## config.mk

```make
export PLATFORM = sky130hd
export DESIGN_NAME = brla_top
export DESIGN_NICKNAME = d
export VERILOG_FILES = /design/src/hw/brla_pkg.sv /design/src/hw/brla_ifs.sv /design/src/hw/brla_timer.sv /design/src/hw/brla_act_hold.sv /design/src/hw/brla_top.sv
export SDC_FILE = /design/constraint.sdc
export NUM_CORES = 1
export LEC_CHECK = 0
export CAP_MARGIN = 30
export CORE_MARGIN = 8
export CORE_UTILIZATION = 64
export DETAILED_ROUTE_END_ITERATION = 10
export DONT_BUFFER_PORTS = 1
export PLACE_DENSITY = 0.85
export REMOVE_ABC_BUFFERS = 1
export SETUP_SLACK_MARGIN = 0.05
export SLEW_MARGIN = 20
export SYNTH_ARGS = -nofsm -noshare
export SYNTH_HDL_FRONTEND = slang
export SYNTH_SLANG_ARGS = --single-unit
```

## constraint.sdc

```tcl
create_clock -name i_clk -period 5.7 [get_ports i_clk]
set_input_delay 0.855 -clock i_clk [delete_from_list [all_inputs] [get_ports i_clk]]
set_output_delay 0.855 -clock i_clk [all_outputs]
set_load 0.02 [all_outputs]
```

## src/hw/brla_pkg.sv

```systemverilog
// Constants, types and register map of the line activation block.
package brla_pkg;

  // ---------------------------------------------------------------
  // Timing
  // ---------------------------------------------------------------
  localparam int CLK_HZ = 40_000_000;
  localparam int TN_TIME_MS = 9;
  localparam int TN_CYC = TN_TIME_MS * (CLK_HZ / 1000);
  localparam int TN_CNT_W = 19;
  localparam int ACT_HOLD_MF = 3;
  localparam int HOLD_W = 2;
  localparam int TC_W = 24;
  localparam logic [23:0] M4_TC_RST = 24'h00ffff;
  localparam logic [23:0] M6_TC_RST = 24'h00ffff;

  // ---------------------------------------------------------------
  // Register map
  // ---------------------------------------------------------------
  localparam int ADDR_W = 5;
  localparam logic [4:0] REG_CTRL = 5'h00;
  localparam logic [4:0] REG_STAT = 5'h04;
  localparam logic [4:0] REG_IRQ_ST = 5'h08;
  localparam logic [4:0] REG_IRQ_CLR = 5'h0c;
  localparam logic [4:0] REG_IRQ_EN = 5'h10;
  localparam logic [4:0] REG_M4_TC = 5'h14;
  localparam logic [4:0] REG_M6_TC = 5'h18;

  localparam int CTRL_W = 2;
  localparam int CTRL_L2RDY = 0;
  localparam int CTRL_ECTRAIN = 1;
  localparam logic [1:0] CTRL_RST = 2'h0;

  localparam int IRQ_W = 5;
  localparam int IRQ_TR_ON = 0;
  localparam int IRQ_TR_OFF = 1;
  localparam int IRQ_M4 = 2;
  localparam int IRQ_M6 = 3;
  localparam int IRQ_NT_ACT = 4;
  localparam logic [4:0] IRQ_RST = 5'h00;

  localparam int ST_STATE_LSB = 0;
  localparam int ST_FULLOP = 4;
  localparam int ST_LT_TR = 5;
  localparam int ST_LT_ACT = 6;
  localparam int ST_NT_TR = 7;

  // ---------------------------------------------------------------
  // Types
  // ---------------------------------------------------------------
  typedef enum logic [3:0] {
    NT_S0, NT_S1, NT_S2, NT_S3, NT_S4, NT_S5, NT_S6, NT_S7, NT_S8,
    NT_S9, NT_S10, NT_S11, NT_S12, NT_S7A, NT_S11A
  } brla_nt_st_t;

  typedef enum logic [2:0] {
    SIG_SN0, SIG_SN1, SIG_SN2, SIG_SN3, SIG_TN
  } brla_line_sig_t;

  typedef enum logic [1:0] {INFO_0, INFO_2, INFO_4} brla_info_t;

endpackage

```

## src/hw/brla_ifs.sv

```systemverilog
// Interfaces joining the main block to its two timers and ACT holder.
`timescale 1ns/1ps
interface brla_tmr_if;
  logic start;
  logic stop;
  logic [brla_pkg::TC_W-1:0] tc;
  logic expired;
  modport ctl(output start, output stop, output tc, input expired);
  modport tmr(input start, input stop, input tc, output expired);
endinterface

interface brla_act_if;
  logic want;
  logic mf_start;
  logic act;
  modport ctl(output want, output mf_start, input act);
  modport hold(input want, input mf_start, output act);
endinterface

```

## src/hw/brla_timer.sv

```systemverilog
// Start/stop timer with a programmable terminal count.
`timescale 1ns/1ps
module brla_timer (
  input wire logic i_clk,
  input wire logic i_rst_n,
  brla_tmr_if.tmr t
);
  import brla_pkg::*;

  logic run_q, run_d;
  logic [TC_W-1:0] cnt_q, cnt_d;
  logic exp_q, exp_d;

  always_comb begin
    run_d = run_q;
    cnt_d = cnt_q;
    exp_d = 1'b0;
    if (t.stop) begin
      run_d = 1'b0;
    end else if (t.start) begin
      run_d = 1'b1;
      cnt_d = '0;
    end else if (run_q) begin
      if (cnt_q >= t.tc) begin
        run_d = 1'b0;
        exp_d = 1'b1;
      end else begin
        cnt_d = cnt_q + 1'b1;
      end
    end
  end

  always_ff @(posedge i_clk) begin
    if (!i_rst_n) begin
      run_q <= 1'b0;
      cnt_q <= '0;
      exp_q <= 1'b0;
    end else begin
      run_q <= run_d;
      cnt_q <= cnt_d;
      exp_q <= exp_d;
    end
  end

  assign t.expired = exp_q;
endmodule

```

## src/hw/brla_act_hold.sv

```systemverilog
// Transmitted ACT bit that changes on multiframe starts and then holds.
`timescale 1ns/1ps
module brla_act_hold (
  input wire logic i_clk,
  input wire logic i_rst_n,
  brla_act_if.hold a
);
  import brla_pkg::*;

  logic act_q, act_d;
  logic [HOLD_W-1:0] hold_q, hold_d;

  // A new value is kept for three multiframes before another change.
  always_comb begin
    act_d = act_q;
    hold_d = hold_q;
    if (a.mf_start) begin
      if (hold_q != '0) begin
        hold_d = hold_q - 1'b1;
      end else if (a.want != act_q) begin
        act_d = a.want;
        hold_d = HOLD_W'(ACT_HOLD_MF - 1);
      end
    end
  end

  always_ff @(posedge i_clk) begin
    if (!i_rst_n) begin
      act_q <= 1'b0;
      hold_q <= '0;
    end else begin
      act_q <= act_d;
      hold_q <= hold_d;
    end
  end

  assign a.act = act_q;
endmodule

```

## src/hw/brla_top.sv

```systemverilog
// Line activation: transparency control, ACT signalling, state machine.
//
// Register access over Avalon-MM and the register addresses were decided locally.
`timescale 1ns/1ps

module brla_top #(
  parameter int TN_CYCLES = brla_pkg::TN_CYC
) (
  input wire logic i_clk,
  input wire logic i_rst_n,
  input wire logic [brla_pkg::ADDR_W-1:0] i_address,
  input wire logic i_read,
  input wire logic i_write,
  input wire logic [31:0] i_writedata,
  output logic [31:0] o_readdata,
  output logic o_waitrequest,
  output logic o_irq,
  input wire logic i_sf_start,
  input wire logic i_mf_start,
  input wire logic i_bit_lock,
  input wire logic i_frame_sync,
  input wire logic i_mf_marker,
  input wire logic i_ec_conv,
  input wire logic i_eq_conv,
  input wire logic i_rx_act,
  input wire logic i_rx_dea,
  input wire logic i_bd_slot,
  input wire logic i_net_bd,
  input wire logic i_line_bd,
  output logic o_line_bd,
  output logic o_net_bd,
  output logic o_lt_act,
  input wire logic i_power,
  input wire logic i_rx_info1,
  input wire logic i_rx_info3,
  input wire logic i_rx_tl,
  input wire logic i_fw_sync,
  input wire logic i_ifw_sync,
  output brla_pkg::brla_line_sig_t o_nt_line_sig,
  output logic o_nt_line_act,
  output brla_pkg::brla_info_t o_nt_te_info,
  output logic o_nt_transp
);
  import brla_pkg::*;

  // ---------------------------------------------------------------
  // Declarations
  // ---------------------------------------------------------------
  logic [CTRL_W-1:0] ctrl_q, ctrl_d;
  logic [IRQ_W-1:0] irq_st_q, irq_st_d, irq_en_q, irq_en_d, irq_ev;
  logic [TC_W-1:0] m4_tc_q, m4_tc_d, m6_tc_q, m6_tc_d;
  logic wait_q, wait_d, irq_q, irq_d;
  logic [31:0] rdata_q, rdata_d;
  logic acc;
  logic full_op, tr_cond;
  logic tr_q, tr_d;
  logic line_bd_q, line_bd_d, net_bd_q, net_bd_d;
  brla_nt_st_t st_q, st_d;
  logic [TN_CNT_W-1:0] tn_q, tn_d;
  brla_line_sig_t sig_q, sig_d;
  logic nact_q, nact_d, ntr_q, ntr_d;
  brla_info_t info_q, info_d;
  logic m4_start, m4_stop, m6_stop;

  brla_tmr_if m4_if();
  brla_tmr_if m6_if();
  brla_act_if act_if();

  brla_timer u_m4 (
    .i_clk(i_clk),
    .i_rst_n(i_rst_n),
    .t(m4_if)
  );

  brla_timer u_m6 (
    .i_clk(i_clk),
    .i_rst_n(i_rst_n),
    .t(m6_if)
  );

  brla_act_hold u_act (
    .i_clk(i_clk),
    .i_rst_n(i_rst_n),
    .a(act_if)
  );

  // ---------------------------------------------------------------
  // Timers
  // ---------------------------------------------------------------
  assign m4_if.start = m4_start;
  assign m4_if.stop = m4_stop;
  assign m4_if.tc = m4_tc_q;
  assign m6_if.start = 1'b0;
  assign m6_if.stop = m6_stop;
  assign m6_if.tc = m6_tc_q;

  // ---------------------------------------------------------------
  // Transparency at the line termination end
  // ---------------------------------------------------------------
  assign full_op = i_bit_lock & i_frame_sync & i_mf_marker
                 & i_ec_conv & i_eq_conv;
  assign tr_cond = full_op & i_mf_marker & i_rx_act;

  assign act_if.want = tr_cond & ctrl_q[CTRL_L2RDY];
  assign act_if.mf_start = i_mf_start;

  always_comb begin
    tr_d = tr_q;
    if (!tr_cond) begin
      tr_d = 1'b0;
    end else if (i_sf_start && act_if.act) begin
      tr_d = 1'b1;
    end
    // Both directions use the same switch instant.
    line_bd_d = tr_d & i_bd_slot & i_net_bd;
    net_bd_d = tr_d & i_bd_slot & i_line_bd;
  end

  always_ff @(posedge i_clk) begin
    if (!i_rst_n) begin
      tr_q <= 1'b0;
      line_bd_q <= 1'b0;
      net_bd_q <= 1'b0;
    end else begin
      tr_q <= tr_d;
      line_bd_q <= line_bd_d;
      net_bd_q <= net_bd_d;
    end
  end

  // ---------------------------------------------------------------
  // Network termination state machine
  // ---------------------------------------------------------------
  always_comb begin
    st_d = st_q;
    tn_d = tn_q;
    m4_start = 1'b0;
    m4_stop = 1'b0;
    m6_stop = 1'b0;
    if (!i_power) begin
      st_d = NT_S0;
    end else begin
      unique case (st_q)
        NT_S0: begin
          st_d = NT_S2;
          m4_start = 1'b1;
        end
        NT_S1: begin
          if (i_rx_info1 || i_rx_tl) begin
            st_d = NT_S2;
            m4_start = 1'b1;
          end
        end
        NT_S2: begin
          if (tn_q >= TN_CNT_W'(TN_CYCLES - 1)) begin
            st_d = ctrl_q[CTRL_ECTRAIN] ? NT_S3 : NT_S4;
          end
        end
        NT_S3: begin
          if (i_ec_conv) begin
            st_d = NT_S4;
          end
        end
        NT_S4: begin
          if (i_fw_sync) begin
            st_d = NT_S5;
          end
        end
        NT_S5: begin
          if (i_ifw_sync) begin
            st_d = NT_S6;
            m4_stop = 1'b1;
          end
        end
        NT_S6, NT_S11: begin
          if (i_rx_info3) begin
            st_d = NT_S7;
          end
        end
        NT_S11A: begin
          if (i_rx_info3) begin
            st_d = NT_S7A;
          end
        end
        NT_S7: begin
          if (!i_rx_info3) begin
            st_d = NT_S11;
          end else if (i_rx_act && i_rx_dea) begin
            st_d = NT_S8;
          end
        end
        NT_S8: begin
          if (!i_rx_info3) begin
            st_d = NT_S11;
          end
        end
        NT_S7A: begin
          if (!i_rx_info3) begin
            st_d = NT_S11A;
          end
        end
        NT_S12: begin
          if (i_rx_tl) begin
            st_d = NT_S2;
            m4_start = 1'b1;
            m6_stop = 1'b1;
          end
        end
        NT_S9, NT_S10: begin
          st_d = st_q;
        end
      endcase
    end
    tn_d = (st_d == NT_S2 && st_q == NT_S2) ? tn_q + 1'b1 : '0;
  end

  // Outputs of each state toward the line and the terminal.
  always_comb begin
    sig_d = SIG_SN0;
    nact_d = 1'b0;
    info_d = INFO_0;
    unique case (st_d)
      NT_S2: sig_d = SIG_TN;
      NT_S3: sig_d = SIG_SN1;
      NT_S5: sig_d = SIG_SN2;
      NT_S6, NT_S11: begin
        sig_d = SIG_SN3;
        info_d = INFO_2;
      end
      NT_S7, NT_S11A: begin
        sig_d = SIG_SN3;
        nact_d = 1'b1;
        info_d = INFO_2;
      end
      NT_S8, NT_S7A: begin
        sig_d = SIG_SN3;
        nact_d = 1'b1;
        info_d = INFO_4;
      end
      NT_S9: sig_d = SIG_SN3;
      NT_S0, NT_S1, NT_S4, NT_S10, NT_S12: sig_d = SIG_SN0;
    endcase
    ntr_d = full_op & i_rx_act & i_rx_dea
          & (st_d == NT_S8 || st_d == NT_S7A);
  end

  always_ff @(posedge i_clk) begin
    if (!i_rst_n) begin
      st_q <= NT_S1;
      tn_q <= '0;
      sig_q <= SIG_SN0;
      nact_q <= 1'b0;
      info_q <= INFO_0;
      ntr_q <= 1'b0;
    end else begin
      st_q <= st_d;
      tn_q <= tn_d;
      sig_q <= sig_d;
      nact_q <= nact_d;
      info_q <= info_d;
      ntr_q <= ntr_d;
    end
  end

  // ---------------------------------------------------------------
  // Register slave and interrupt
  // ---------------------------------------------------------------
  assign acc = (i_read | i_write) & ~wait_q;
  assign irq_ev[IRQ_TR_ON] = tr_d & ~tr_q;
  assign irq_ev[IRQ_TR_OFF] = ~tr_d & tr_q;
  assign irq_ev[IRQ_M4] = m4_if.expired;
  assign irq_ev[IRQ_M6] = m6_if.expired;
  assign irq_ev[IRQ_NT_ACT] = (st_d == NT_S8) & (st_q != NT_S8);

  always_comb begin
    ctrl_d = ctrl_q;
    irq_en_d = irq_en_q;
    m4_tc_d = m4_tc_q;
    m6_tc_d = m6_tc_q;
    irq_st_d = irq_st_q;
    rdata_d = rdata_q;
    wait_d = ~((i_read | i_write) & wait_q);
    if (acc && i_write) begin
      unique case (i_address)
        REG_CTRL: ctrl_d = i_writedata[CTRL_W-1:0];
        REG_IRQ_CLR: irq_st_d = irq_st_q & ~i_writedata[IRQ_W-1:0];
        REG_IRQ_EN: irq_en_d = i_writedata[IRQ_W-1:0];
        REG_M4_TC: m4_tc_d = i_writedata[TC_W-1:0];
        REG_M6_TC: m6_tc_d = i_writedata[TC_W-1:0];
        default: rdata_d = rdata_q;
      endcase
    end
    // Events win over a clear in the same cycle.
    irq_st_d = irq_st_d | irq_ev;
    if (i_read && wait_q) begin
      rdata_d = '0;
      unique case (i_address)
        REG_CTRL: rdata_d[CTRL_W-1:0] = ctrl_q;
        REG_STAT: begin
          rdata_d[ST_STATE_LSB +: 4] = st_q;
          rdata_d[ST_FULLOP] = full_op;
          rdata_d[ST_LT_TR] = tr_q;
          rdata_d[ST_LT_ACT] = act_if.act;
          rdata_d[ST_NT_TR] = ntr_q;
        end
        REG_IRQ_ST: rdata_d[IRQ_W-1:0] = irq_st_q;
        REG_IRQ_EN: rdata_d[IRQ_W-1:0] = irq_en_q;
        REG_M4_TC: rdata_d[TC_W-1:0] = m4_tc_q;
        REG_M6_TC: rdata_d[TC_W-1:0] = m6_tc_q;
        default: rdata_d = '0;
      endcase
    end
    irq_d = |(irq_st_d & irq_en_d);
  end

  always_ff @(posedge i_clk) begin
    if (!i_rst_n) begin
      ctrl_q <= CTRL_RST;
      irq_st_q <= IRQ_RST;
      irq_en_q <= IRQ_RST;
      m4_tc_q <= M4_TC_RST;
      m6_tc_q <= M6_TC_RST;
      wait_q <= 1'b1;
      rdata_q <= '0;
      irq_q <= 1'b0;
    end else begin
      ctrl_q <= ctrl_d;
      irq_st_q <= irq_st_d;
      irq_en_q <= irq_en_d;
      m4_tc_q <= m4_tc_d;
      m6_tc_q <= m6_tc_d;
      wait_q <= wait_d;
      rdata_q <= rdata_d;
      irq_q <= irq_d;
    end
  end

  // ---------------------------------------------------------------
  // Outputs
  // ---------------------------------------------------------------
  assign o_readdata = rdata_q;
  assign o_waitrequest = wait_q;
  assign o_irq = irq_q;
  assign o_line_bd = line_bd_q;
  assign o_net_bd = net_bd_q;
  assign o_lt_act = act_if.act;
  assign o_nt_line_sig = sig_q;
  assign o_nt_line_act = nact_q;
  assign o_nt_te_info = info_q;
  assign o_nt_transp = ntr_q;
endmodule

```

==> summary.txt, run 1 <==
Outcome
  • Status: complete, no violations

Floorplanning
  • I/O pin count: 103
  • Initial core utilization: 0.649
  • Core area: 13700 sq um
  • Die Ht: 134 um
  • Die width: 134 um
  • Site Rows: 43
  • Die ar.: 18000 sq um

Critical path
  • Worst path arrival time: 3640 ps
  • Crit end category: flop
  • Critical Path Max Stage Delay: 630 ps
  • Crit path max fanout: 26
  • Required @ worst endpoint: 6050 ps
  • CP Cell Sequence: inv_1 > ha_1 > nand2b_1 > a21o_1 > a31oi_1 > o21ai_1 > a2111oi_4 > o21ai_2 > or4_1 > a21oi_1
  • CP max-delay cell: a2111oi_4
  • Critical path class: flop to flop
  • CP Launch Type: flop

CTS
  • Post-CTS resize count: 0
  • Clock latency on the worst-skew pair: 440 ps
  • Root buffer cell: clkbuf_16
  • CTS max path bufs: 2
  • Clock transition at path regs: 60 ps
  • Post-CTS setup buffer count: 0
  • Hold buffer count at cts: 0
  • Cts bufs inserted: 17
  • H-tree levels: 4
  • CTS tree: built
  • Clk sinks: roughly 170

Layout
  • Area growth syn-to-layout: 6.88%
  • # nets final: 1157
  • Layout cell share with drive strength beyond 1: 0.0510
  • Antenna Cells: 0

Run
  • Max Cap Violations: 0

Logic synthesis
  • Cell taking the most area after synthesis: dfxtp_1
  • Top post-synthesis cells by count: 174 x dfxtp_1, 142 x nand2_1, 98 x nor2_1
  • Register area share after synthesis: 0.391
  • Synth top area share: 0.391
  • Post-synth cell types: a little over 60
  • Mapped Area: approximately 9000 sq um
  • FF+latch count, synth: 174
  • Syn avg cell area: 8.26 sq um
  • Largest cells by area after synthesis: dfxtp_1 39%, ha_1 7.4%, nand2_1 6.0%, nor2_1 4.1%, a21oi_1 3.5%
  • Syn Inst Count: 1079
  • EDFF count, synth: 0
  • Prevailing post-synth register cell: dfxtp_1
  • Most numerous cell in the Yosys netlist: dfxtp_1
  • Ys async rst share: 0
  • Syn. warnings: 0

STA
  • Tcrit/Tclk final: 0.578
  • Final Skew: 7.40 ps
  • Final setup TNS: 0 ps
  • RSZ-0062 raised after global routing: false
  • Slew of the pin with the lowest slew margin: 900 ps
  • Max-Slew Margin vs Limit: 0.399
  • Post-layout min period: 3290 ps
  • Fmax: 304 MHz
  • Max Slew Vio Count: 0
  • Final Worst Setup Slack: about 2400 ps
  • Setup-failing EPs final: 0
  • Hold Fails Final Rpt: 0

Global route
  • Initial antenna violation count: 0
  • GRT overflow: 0
  • Maximum number of pins on one net before global-route repair: 71
  • Gr usage total: 0.248
  • Vias in the first global route: between 7000 and 8000
  • Global-route wire length before repair: around 36000 um

Worst hold path
  • Tightest Hold Check Type: flop to flop

Place
  • IO Port Bufs: 0
  • DP HPWL: 15700 um
  • Global placement routability congestion: 0.889
  • Setup WS pre-CTS: 2500 ps

Drt
  • Number of remaining DRC errors: 0
  • Post-route ant nets: 0
  • Total number of vias: 7767
  • DR pass1 iterations: 7
  • DR vias/cell: between 6 and 7
  • Drt total wl: 22400 um
  • Initial drt markers: roughly 750
  • Wire per inst: 18.1 um

Power and ir drop
  • Pwr Density: between 200 and 300 nW/um^2
  • Worst ir drop on vdd: 0.000215 V
  • Pleak: 0.00379 uW
final cells by class:
cell class	count	area, sq um
Clock buffer	24	492
Clock inverter	8	104
Fill cell	1066	4200
Inverter	68	255
Multi-Input combinational cell	776	4890
Sequential cell	174	3480
Tap cell	180	225
Timing Repair Buffer	8	75.1
stage by stage:
stage	hold slack (ps)	utilization	std cells	area, sq um	total power (uW)
after global routing	504	0.694	1238	9520	2640
after detailed placement	463	0.650	1205	8910	1410
after global placement	440	0.649	1204	8900	1410
final	473	0.694	1238	9520	2570
after CTS	479	0.693	1237	9510	2570
after floorplan	424	-	1018	8630	1380
critical path: cells and delay by family, from the launching register on:
family | cells | cell delay, ps
fa+ha+maj | 1 | 270
flops | 1 | 390
buf+inv | 1 | 100
simple gates | 2 | 730
compound gates | 6 | 1720
path summary, 6_finish.rpt:
path / from / to / slack [ps] / depth (start not counted)
worst min-delay path: u_m6.t.expired$_SDFF_PP0_ / irq_st_q[3]$_SDFF_PN0_ / 470 / 2
worst max register to register: u_m4.cnt_q[0]$_SDFFE_PN0P_ / u_m4.cnt_q[6]$_SDFFE_PN0P_ / 2410 / 10
worst max-delay path: u_m4.cnt_q[0]$_SDFFE_PN0P_ / u_m4.cnt_q[6]$_SDFFE_PN0P_ / 2410 / 10
worst min register to register: u_m6.t.expired$_SDFF_PP0_ / irq_st_q[3]$_SDFF_PN0_ / 470 / 2
sequential cells by signal, summed over array words and instances (netlist names), 2 cells and up:
register and count:
u_m4.cnt_q 24, o_readdata 24, u_m6.cnt_q 24, o_nt_te_info 2, irq_en_q 5, m6_if.tc 24, tn_q 19, m4_if.tc 24
ctrl_q 2, st_q 4, o_nt_line_sig 3, u_act.hold_q 2, irq_st_q 5
where the power goes:
group	internal (uW)	switching (uW)	leakage, uW
registers	1230	34.6	0.00141
clock network	694	485	0.000291
logic	39.8	80.6	0.00209
cell usage in the layout, fill, tap and decap left out, types with 29 or more instances in the layout:
cell type / count
dfxtp_1: 174
nand2_1: 142
nor2_1: 98
inv_1: 67
a21oi_1: 63
ha_1: 53
o211ai_1: 41
nand3_1: 38
nor3_1: 30
o21ai_0: 29
per-layer routing:
metal	GRT usage	up-vias	wire length, um
met5	0	-	0
li1	-	3760	-
met3	0.0654	51	1840
met1	0.323	3626	9550
met4	0.0923	0	691
met2	0.385	330	10300
kinds of logic (layout without fill, tap and decap cells):
kind of cell | count (synthesis) | count (layout) | share of synthesized area
AOI/OAI and AO/OA | 249 | 249 | 0.195
other | 1 | 8 | 0.000421
buffers and inverters | 136 | 108 | 0.0633
DFF | 174 | 174 | 0.391
muxes | 16 | 16 | 0.0188
xor gates and xnor gates | 45 | 45 | 0.0442
and+or+nand+nor | 405 | 405 | 0.213
adders and majority gates | 53 | 53 | 0.0744
(Power assumes the default switching activity.)
==> run 2, diff against run 1 <==
--- a/config.mk
+++ b/config.mk
@@ -7,10 +7,10 @@
 export LEC_CHECK = 0
 export CAP_MARGIN = 30
 export CORE_MARGIN = 8
-export CORE_UTILIZATION = 64
+export CORE_UTILIZATION = 58
 export DETAILED_ROUTE_END_ITERATION = 10
 export DONT_BUFFER_PORTS = 1
-export PLACE_DENSITY = 0.85
+export PLACE_DENSITY = 0.81
 export REMOVE_ABC_BUFFERS = 1
 export SETUP_SLACK_MARGIN = 0.05
 export SLEW_MARGIN = 20
==> constraint.sdc (replaced) <==
create_clock -name i_clk -period 2.94 [get_ports i_clk]
set_input_delay 0.441 -clock i_clk [delete_from_list [all_inputs] [get_ports i_clk]]
set_output_delay 0.441 -clock i_clk [all_outputs]
set_load 0.02 [all_outputs]
==> summary.txt, run 2 (synthesis results as in run 1) <==
Critical path
  • CP max-delay cell: a2111oi_4 (unchanged)
  • RR Startpoint: u_m4.cnt_q[0]$_SDFFE_PN0P_ (unchanged)
  • Worst Setup SP: u_m4.cnt_q[0]$_SDFFE_PN0P_ (unchanged)
  • Required @ worst endpoint: 3280 ps (was 6050 ps)
  • CP Launch Type: flop (unchanged)
  • R2r setup slk: 170 ps (was 2410 ps)
  • CP Cell Sequence: inv_1 > ha_1 > nand2b_1 > a21o_1 > a31oi_1 > o21ai_1 > a2111oi_4 > buf_4 > o2111ai_1 > or2_2 > a21oi_1 (was inv_1 > ha_1 > nand2b_1 > a21o_1 > a31oi_1 > o21ai_1 > a2111oi_4 > o21ai_2 > or4_1 > a21oi_1)
  • Crit Reg-Reg Endpoint: u_m4.cnt_q[12]$_SDFFE_PN0P_ (was u_m4.cnt_q[6]$_SDFFE_PN0P_)
  • Crit end category: flop (unchanged)
  • Delay-heaviest family, CP: compound AO/OA/AOI/OAI gates (unchanged)
  • Register-to-Register Path Depth: 11 (was 10)
  • Critical Path Max Stage Delay: 410 ps (was 630 ps)
  • Worst path arrival time: 3110 ps (was 3640 ps)
  • Crit path max fanout: 7 (was 26)
  • WP buf/inv: 2 (was 1)
  • Critical path class: flop to flop (unchanged)

STA
  • Final Skew: 6.50 ps (was 7.40 ps)
  • Hold Fails Final Rpt: 0 (unchanged)
  • Final setup TNS: 0 ps (unchanged)
  • Slew of the pin with the lowest slew margin: 900 ps (about the same)
  • Fmax: 362 MHz (was 304 MHz)
  • Setup-failing EPs final: 0 (unchanged)
  • Tcrit/Tclk final: 0.941 (was 0.578)
  • Max Slew Vio Count: 0 (unchanged)
  • Max-Slew Margin vs Limit: 0.399 (about the same)
  • RSZ-0062 raised after global routing: true (was false)
  • Post-layout min period: 2770 ps (was 3290 ps)

Floorplanning
  • Die width: 140 um (was 134 um)
  • I/O pin count: 103 (unchanged)
  • Die ar.: 19600 sq um (was 18000 sq um)
  • Initial core utilization: 0.590 (was 0.649)
  • Core area: 15100 sq um (was 13700 sq um)
  • Die Ht: 140 um (was 134 um)
  • Site Rows: 45 (was 43)

Layout
  • Most frequent cells in the layout: 173 x dfxtp_1, 142 x nand2_1, 98 x nor2_1 (was 174 x dfxtp_1, 142 x nand2_1, 98 x nor2_1)
  • Commonest non-fill, non-tap cell in the layout: dfxtp_1 (unchanged)
  • Layout cell share with drive strength beyond 1: 0.0682 (was 0.0510)
  • Fin cells: 1259 (was 1238)
  • Antenna Cells: 0 (unchanged)
  • # nets final: 1173 (was 1157)
  • Finished Cell Area: 9640 sq um (was 9520 sq um)
  • Area growth syn-to-layout: 8.24% (was 6.88%)

Global route
  • Maximum number of pins on one net before global-route repair: 71 (unchanged)
  • Global-route wire length before repair: 36100 um (was 36200 um)
  • Vias in the first global route: 7140 (was 7068)
  • GRT overflow: 0 (unchanged)
  • Initial antenna violation count: 0 (unchanged)
  • Gr usage total: 0.227 (was 0.248)

Outcome
  • Status: complete, no violations (unchanged)

Drt
  • Wire per inst: 17.7 um (was 18.1 um)
  • Drt total wl: 22300 um (was 22400 um)
  • Initial drt markers: 744 (was 749)
  • Post-route ant nets: 0 (unchanged)
  • Number of remaining DRC errors: 0 (unchanged)
  • DR vias/cell: 6.12 (was 6.27)
  • Total number of vias: 7700 (was 7767)
  • DR pass1 iterations: 6 (was 7)

CTS
  • Root buffer cell: clkbuf_16 (unchanged)
  • Clock transition at path regs: 60 ps (about the same)
  • CTS max path bufs: 2 (unchanged)
  • CTS tree: built (unchanged)
  • Clock latency on the worst-skew pair: 440 ps (about the same)
  • H-tree levels: 4 (unchanged)
  • Clk sinks: 174 (unchanged)
  • Cts bufs inserted: 17 (unchanged)

Worst hold path
  • Hold Startpoint: i_rst_n (was u_m6.t.expired$_SDFF_PP0_)
  • Tightest Hold Check Type: input port to flop (was flop to flop)
  • Hold path depth: 1 (was 2)
  • Hold path endpoint: m6_if.tc[0]$_SDFFE_PN1P_ (was irq_st_q[3]$_SDFF_PN0_)

Place
  • DP HPWL: 15900 um (was 15700 um)
  • Placed inst area: 9030 sq um (was 8910 sq um)
  • IO Port Bufs: 0 (unchanged)
  • Global placement routability congestion: 0.878 (was 0.889)
  • Placed cells: 1227 (was 1205)

Power and ir drop
  • Worst ir drop on vdd: 0.000415 V (was 0.000215 V)
  • Pleak: 0.00385 uW (was 0.00379 uW)
  • Design Power: 4860 uW (was 2570 uW)
  • Pwr Density: 504 nW/um^2 (was 270 nW/um^2)

Run
  • Max Cap Violations: 0 (unchanged)
[run 2: timing repair]
item / 4_1_cts / 5_1_grt
hold buffers: 0 / 0
setup endpoints to repair: 0 / 28
setup buffers: 0 / 3
resized for setup: 0 / 15
[run 2: layout make-up]
class | count | area, sq um
Timing Repair Buffer | 24 | 193
Multi-Input combinational cell | 776 | 4920
Tap cell | 188 | 235
Clock inverter | 11 | 123
Sequential cell | 174 | 3480
Inverter | 68 | 255
Clock buffer | 18 | 429
Fill cell | 1271 | 5450
[run 2: how the worst max path moves through the flow]
stage                     depth (start not counted)                          end
after floorplan                                  10  u_m4.cnt_q[10]$_SDFFE_PN0P_
after global placement                           11  u_m4.cnt_q[21]$_SDFFE_PN0P_
after detailed placement                         10  u_m4.cnt_q[11]$_SDFFE_PN0P_
final                                            11  u_m4.cnt_q[12]$_SDFFE_PN0P_
after global routing                             10  u_m4.cnt_q[11]$_SDFFE_PN0P_
after CTS                                        11  u_m4.cnt_q[21]$_SDFFE_PN0P_
[run 2: metal layers]
metal,routed length [um],up-vias,global-route usage
met5,0,-,0
met4,812,0,0.115
met3,1460,50,0.0428
met2,10400,275,0.359
met1,9670,3597,0.290
li1,-,3778,-
[run 2: metrics by stage]
stage,util,setup slack (ps),hold WS (ps)
floorplan,-,162,424
global placement,0.599,135,443
detailed placement,0.599,80.5,448
CTS,0.635,55.6,88.4
global route,0.639,11.7,96.4
finish,0.639,175,110
[run 2: report_power, final]
group          leakage, uW  internal, uW  switching [uW]
logic              0.00217          85.9             156
registers          0.00141          2390            68.7
clock network     0.000271          1230             921
==> run 3, diff against run 2 <==
--- a/config.mk
+++ b/config.mk
@@ -6,8 +6,10 @@
 export NUM_CORES = 1
 export LEC_CHECK = 0
 export CAP_MARGIN = 30
-export CORE_MARGIN = 8
+export CORE_ASPECT_RATIO = 2
+export CORE_MARGIN = 2
 export CORE_UTILIZATION = 58
+export CTS_CLUSTER_SIZE = 16
 export DETAILED_ROUTE_END_ITERATION = 10
 export DONT_BUFFER_PORTS = 1
 export PLACE_DENSITY = 0.81
==> summary.txt, run 3 (synthesis results as in run 1) <==
STA
  • Final Worst Setup Slack: 80.4 ps (was 175 ps)
  • Fmax: 350 MHz (was 362 MHz)
  • Final setup TNS: 0 ps (unchanged)
  • Hold Fails Final Rpt: 0 (unchanged)
  • Setup-failing EPs final: 0 (unchanged)
  • Post-layout min period: 2860 ps (was 2770 ps)
  • Slew of the pin with the lowest slew margin: 914 ps (was 900 ps)
  • RSZ-0062 raised after global routing: true (unchanged)
  • Tcrit/Tclk final: 0.973 (was 0.941)
  • Max-Slew Margin vs Limit: 0.389 (was 0.399)
  • Final Skew: 14.1 ps (was 6.50 ps)
  • Max Slew Vio Count: 0 (unchanged)

Place
  • Global placement routability congestion: 0.946 (was 0.878)
  • Placed inst area: 9040 sq um (was 9030 sq um)
  • IO Port Bufs: 0 (unchanged)
  • DP HPWL: 16300 um (was 15900 um)
  • Setup WS pre-CTS: 106 ps (was 80.5 ps)

Drt
  • Number of remaining DRC errors: 0 (unchanged)
  • WL met2: 11600 um (was 10400 um)
  • Wire per inst: 18.1 um (was 17.7 um)
  • DR vias/cell: 6.24 (was 6.12)
  • Initial drt markers: 716 (was 744)
  • Post-route ant nets: 0 (unchanged)
  • Met1 wire length: 8950 um (was 9670 um)
  • Highest Signal Layer: met4 (unchanged)
  • DR pass1 iterations: 6 (unchanged)
  • Drt total wl: 23000 um (was 22300 um)
  • Metal3 WL: 1540 um (was 1460 um)
  • Total number of vias: 7923 (was 7700)

Global route
  • Vias in the first global route: 7778 (was 7140)
  • Gr usage total: 0.286 (was 0.227)
  • GRT overflow: 0 (unchanged)
  • Initial antenna violation count: 0 (unchanged)
  • Maximum number of pins on one net before global-route repair: 54 (was 71)
  • Global-route wire length before repair: 37900 um (was 36100 um)

Critical path
  • Required @ worst endpoint: 3250 ps (was 3280 ps)
  • RR Startpoint: m6_if.tc[11]$_SDFFE_PN1P_ (was u_m4.cnt_q[0]$_SDFFE_PN0P_)
  • Critical path class: flop to flop (unchanged)
  • Register-to-Register Path Depth: 11 (unchanged)
  • Crit path max fanout: 20 (was 7)
  • Crit Reg-Reg Endpoint: u_m6.cnt_q[18]$_SDFFE_PN0P_ (was u_m4.cnt_q[12]$_SDFFE_PN0P_)
  • R2r setup slk: 80 ps (was 170 ps)
  • Worst path arrival time: 3170 ps (was 3110 ps)
  • Crit end category: flop (unchanged)
  • CP Launch Type: flop (unchanged)

Worst hold path
  • Hold path depth: 1 (unchanged)
  • Hold path endpoint: m6_if.tc[12]$_SDFFE_PN1P_ (was m6_if.tc[0]$_SDFFE_PN1P_)
  • Tightest Hold Check Type: input port to flop (unchanged)
  • Hold Startpoint: i_rst_n (unchanged)

Layout
  • Finished Cell Area: 9700 sq um (was 9640 sq um)
  • Commonest non-fill, non-tap cell in the layout: dfxtp_1 (unchanged)
  • # nets final: 1171 (was 1173)
  • Area growth syn-to-layout: 8.83% (was 8.24%)
  • Antenna Cells: 0 (unchanged)
  • Most frequent cells in the layout: 169 x dfxtp_1, 142 x nand2_1, 98 x nor2_1 (was 173 x dfxtp_1, 142 x nand2_1, 98 x nor2_1)
  • Layout cell share with drive strength beyond 1: 0.0718 (was 0.0682)

CTS
  • Clk sinks: 174 (unchanged)
  • Root buffer cell: clkbuf_16 (unchanged)
  • Hold buffer count at cts: 0 (unchanged)
  • Clock transition at path regs: 80 ps (was 60 ps)
  • CTS max path bufs: 2 (unchanged)
  • Clock latency on the worst-skew pair: 440 ps (about the same)
  • H-tree levels: 4 (unchanged)
  • Cts bufs inserted: 17 (unchanged)
  • CTS tree: built (unchanged)

Run
  • Max Cap Violations: 0 (unchanged)

Floorplanning
  • Initial core utilization: 0.589 (was 0.590)
  • Die width: 91.6 um (was 140 um)
  • Die ar.: 16400 sq um (was 19600 sq um)
  • Core area: 15100 sq um (about the same)
  • I/O pin count: 103 (unchanged)
  • Die Ht: 179 um (was 140 um)
  • Site Rows: 64 (was 45)

Outcome
  • Status: complete, no violations (unchanged)

Power and ir drop
  • Design Power: 5020 uW (was 4860 uW)
  • Pwr Density: 518 nW/um^2 (was 504 nW/um^2)
  • Worst ir drop on vdd: 0.000549 V (was 0.000415 V)
  • Pleak: 0.00385 uW (about the same)
==> run 3: cell count changes in the layout (fill, tap and decap cells not counted), moves of 3 or more <==
cell,before,now
buf_4,23,20
dfxtp_1,173,169
dfxtp_2,1,5
clkinv_2,4,1
clkinv_4,4,1
inv_6,0,3
clkinvlp_4,1,4
==> run 3: layout make-up <==
type | count | area, sq um
multi-input cells | 776 | 4930
inverters | 68 | 255
repair buffers | 22 | 181
fillers | 1243 | 5440
well taps | 198 | 248
flip-flops and latches | 174 | 3490
clock buffers | 20 | 437
clock inverters | 12 | 160
==> run 3: worst max-delay path, stage by stage, from the launching register on <==
cell	delay, ps
dfxtp_1	340
inv_1	90
ha_1	310
a211o_1	290
a21oi_1	100
o21ai_0	90
a221oi_1	360
o211ai_1	150
buf_4	230
a2111oi_0	520
xnor2_1	180
nor2_1	50
==> run 3: metrics by stage <==
step           std cells  hold slack (ps)   util
2_1_floorplan       1018              424      -
3_5_place_dp        1237              464  0.598
3_3_place_gp        1237              450  0.598
5_1_grt             1270             81.3  0.641
4_1_cts             1269             81.2  0.637
6_report            1270             95.3  0.641
==> run 3: what timing repair did <==
action	CTS	global route
endpoints found under the setup margin	0	47
gates resized for setup	0	21
buffers inserted	0	1
==> run 3: power breakdown <==
group | switching, uW | leakage (uW) | internal (uW) | total, uW
Clock | 978 | 0.000278 | 1340 | 2320
Combinational | 158 | 0.00216 | 83.1 | 241
Sequential | 64.9 | 0.00141 | 2390 | 2460
==> run 3: how the worst max path moves through the flow <==
stage,start,end,slack [ps],depth (start not counted)
floorplan,u_m4.cnt_q[0]$_SDFFE_PN0P_,u_m4.cnt_q[10]$_SDFFE_PN0P_,160,10
global placement,m6_if.tc[11]$_SDFFE_PN1P_,u_m6.cnt_q[23]$_SDFFE_PN0P_,190,11
detailed placement,u_m4.cnt_q[0]$_SDFFE_PN0P_,u_m4.cnt_q[4]$_SDFFE_PN0P_,110,11
CTS,m6_if.tc[11]$_SDFFE_PN1P_,u_m6.cnt_q[23]$_SDFFE_PN0P_,90,11
global route,m6_if.tc[11]$_SDFFE_PN1P_,u_m6.cnt_q[18]$_SDFFE_PN0P_,-9,11
finish,m6_if.tc[11]$_SDFFE_PN1P_,u_m6.cnt_q[18]$_SDFFE_PN0P_,80,11
==> run 3: per-layer routing <==
| metal | up-vias | global-route usage |
|---|---|---|
| met5 | - | 0 |
| met3 | 74 | 0.0643 |
| met2 | 328 | 0.487 |
| met4 | 0 | 0.142 |
| met1 | 3730 | 0.335 |
| li1 | 3791 | - |
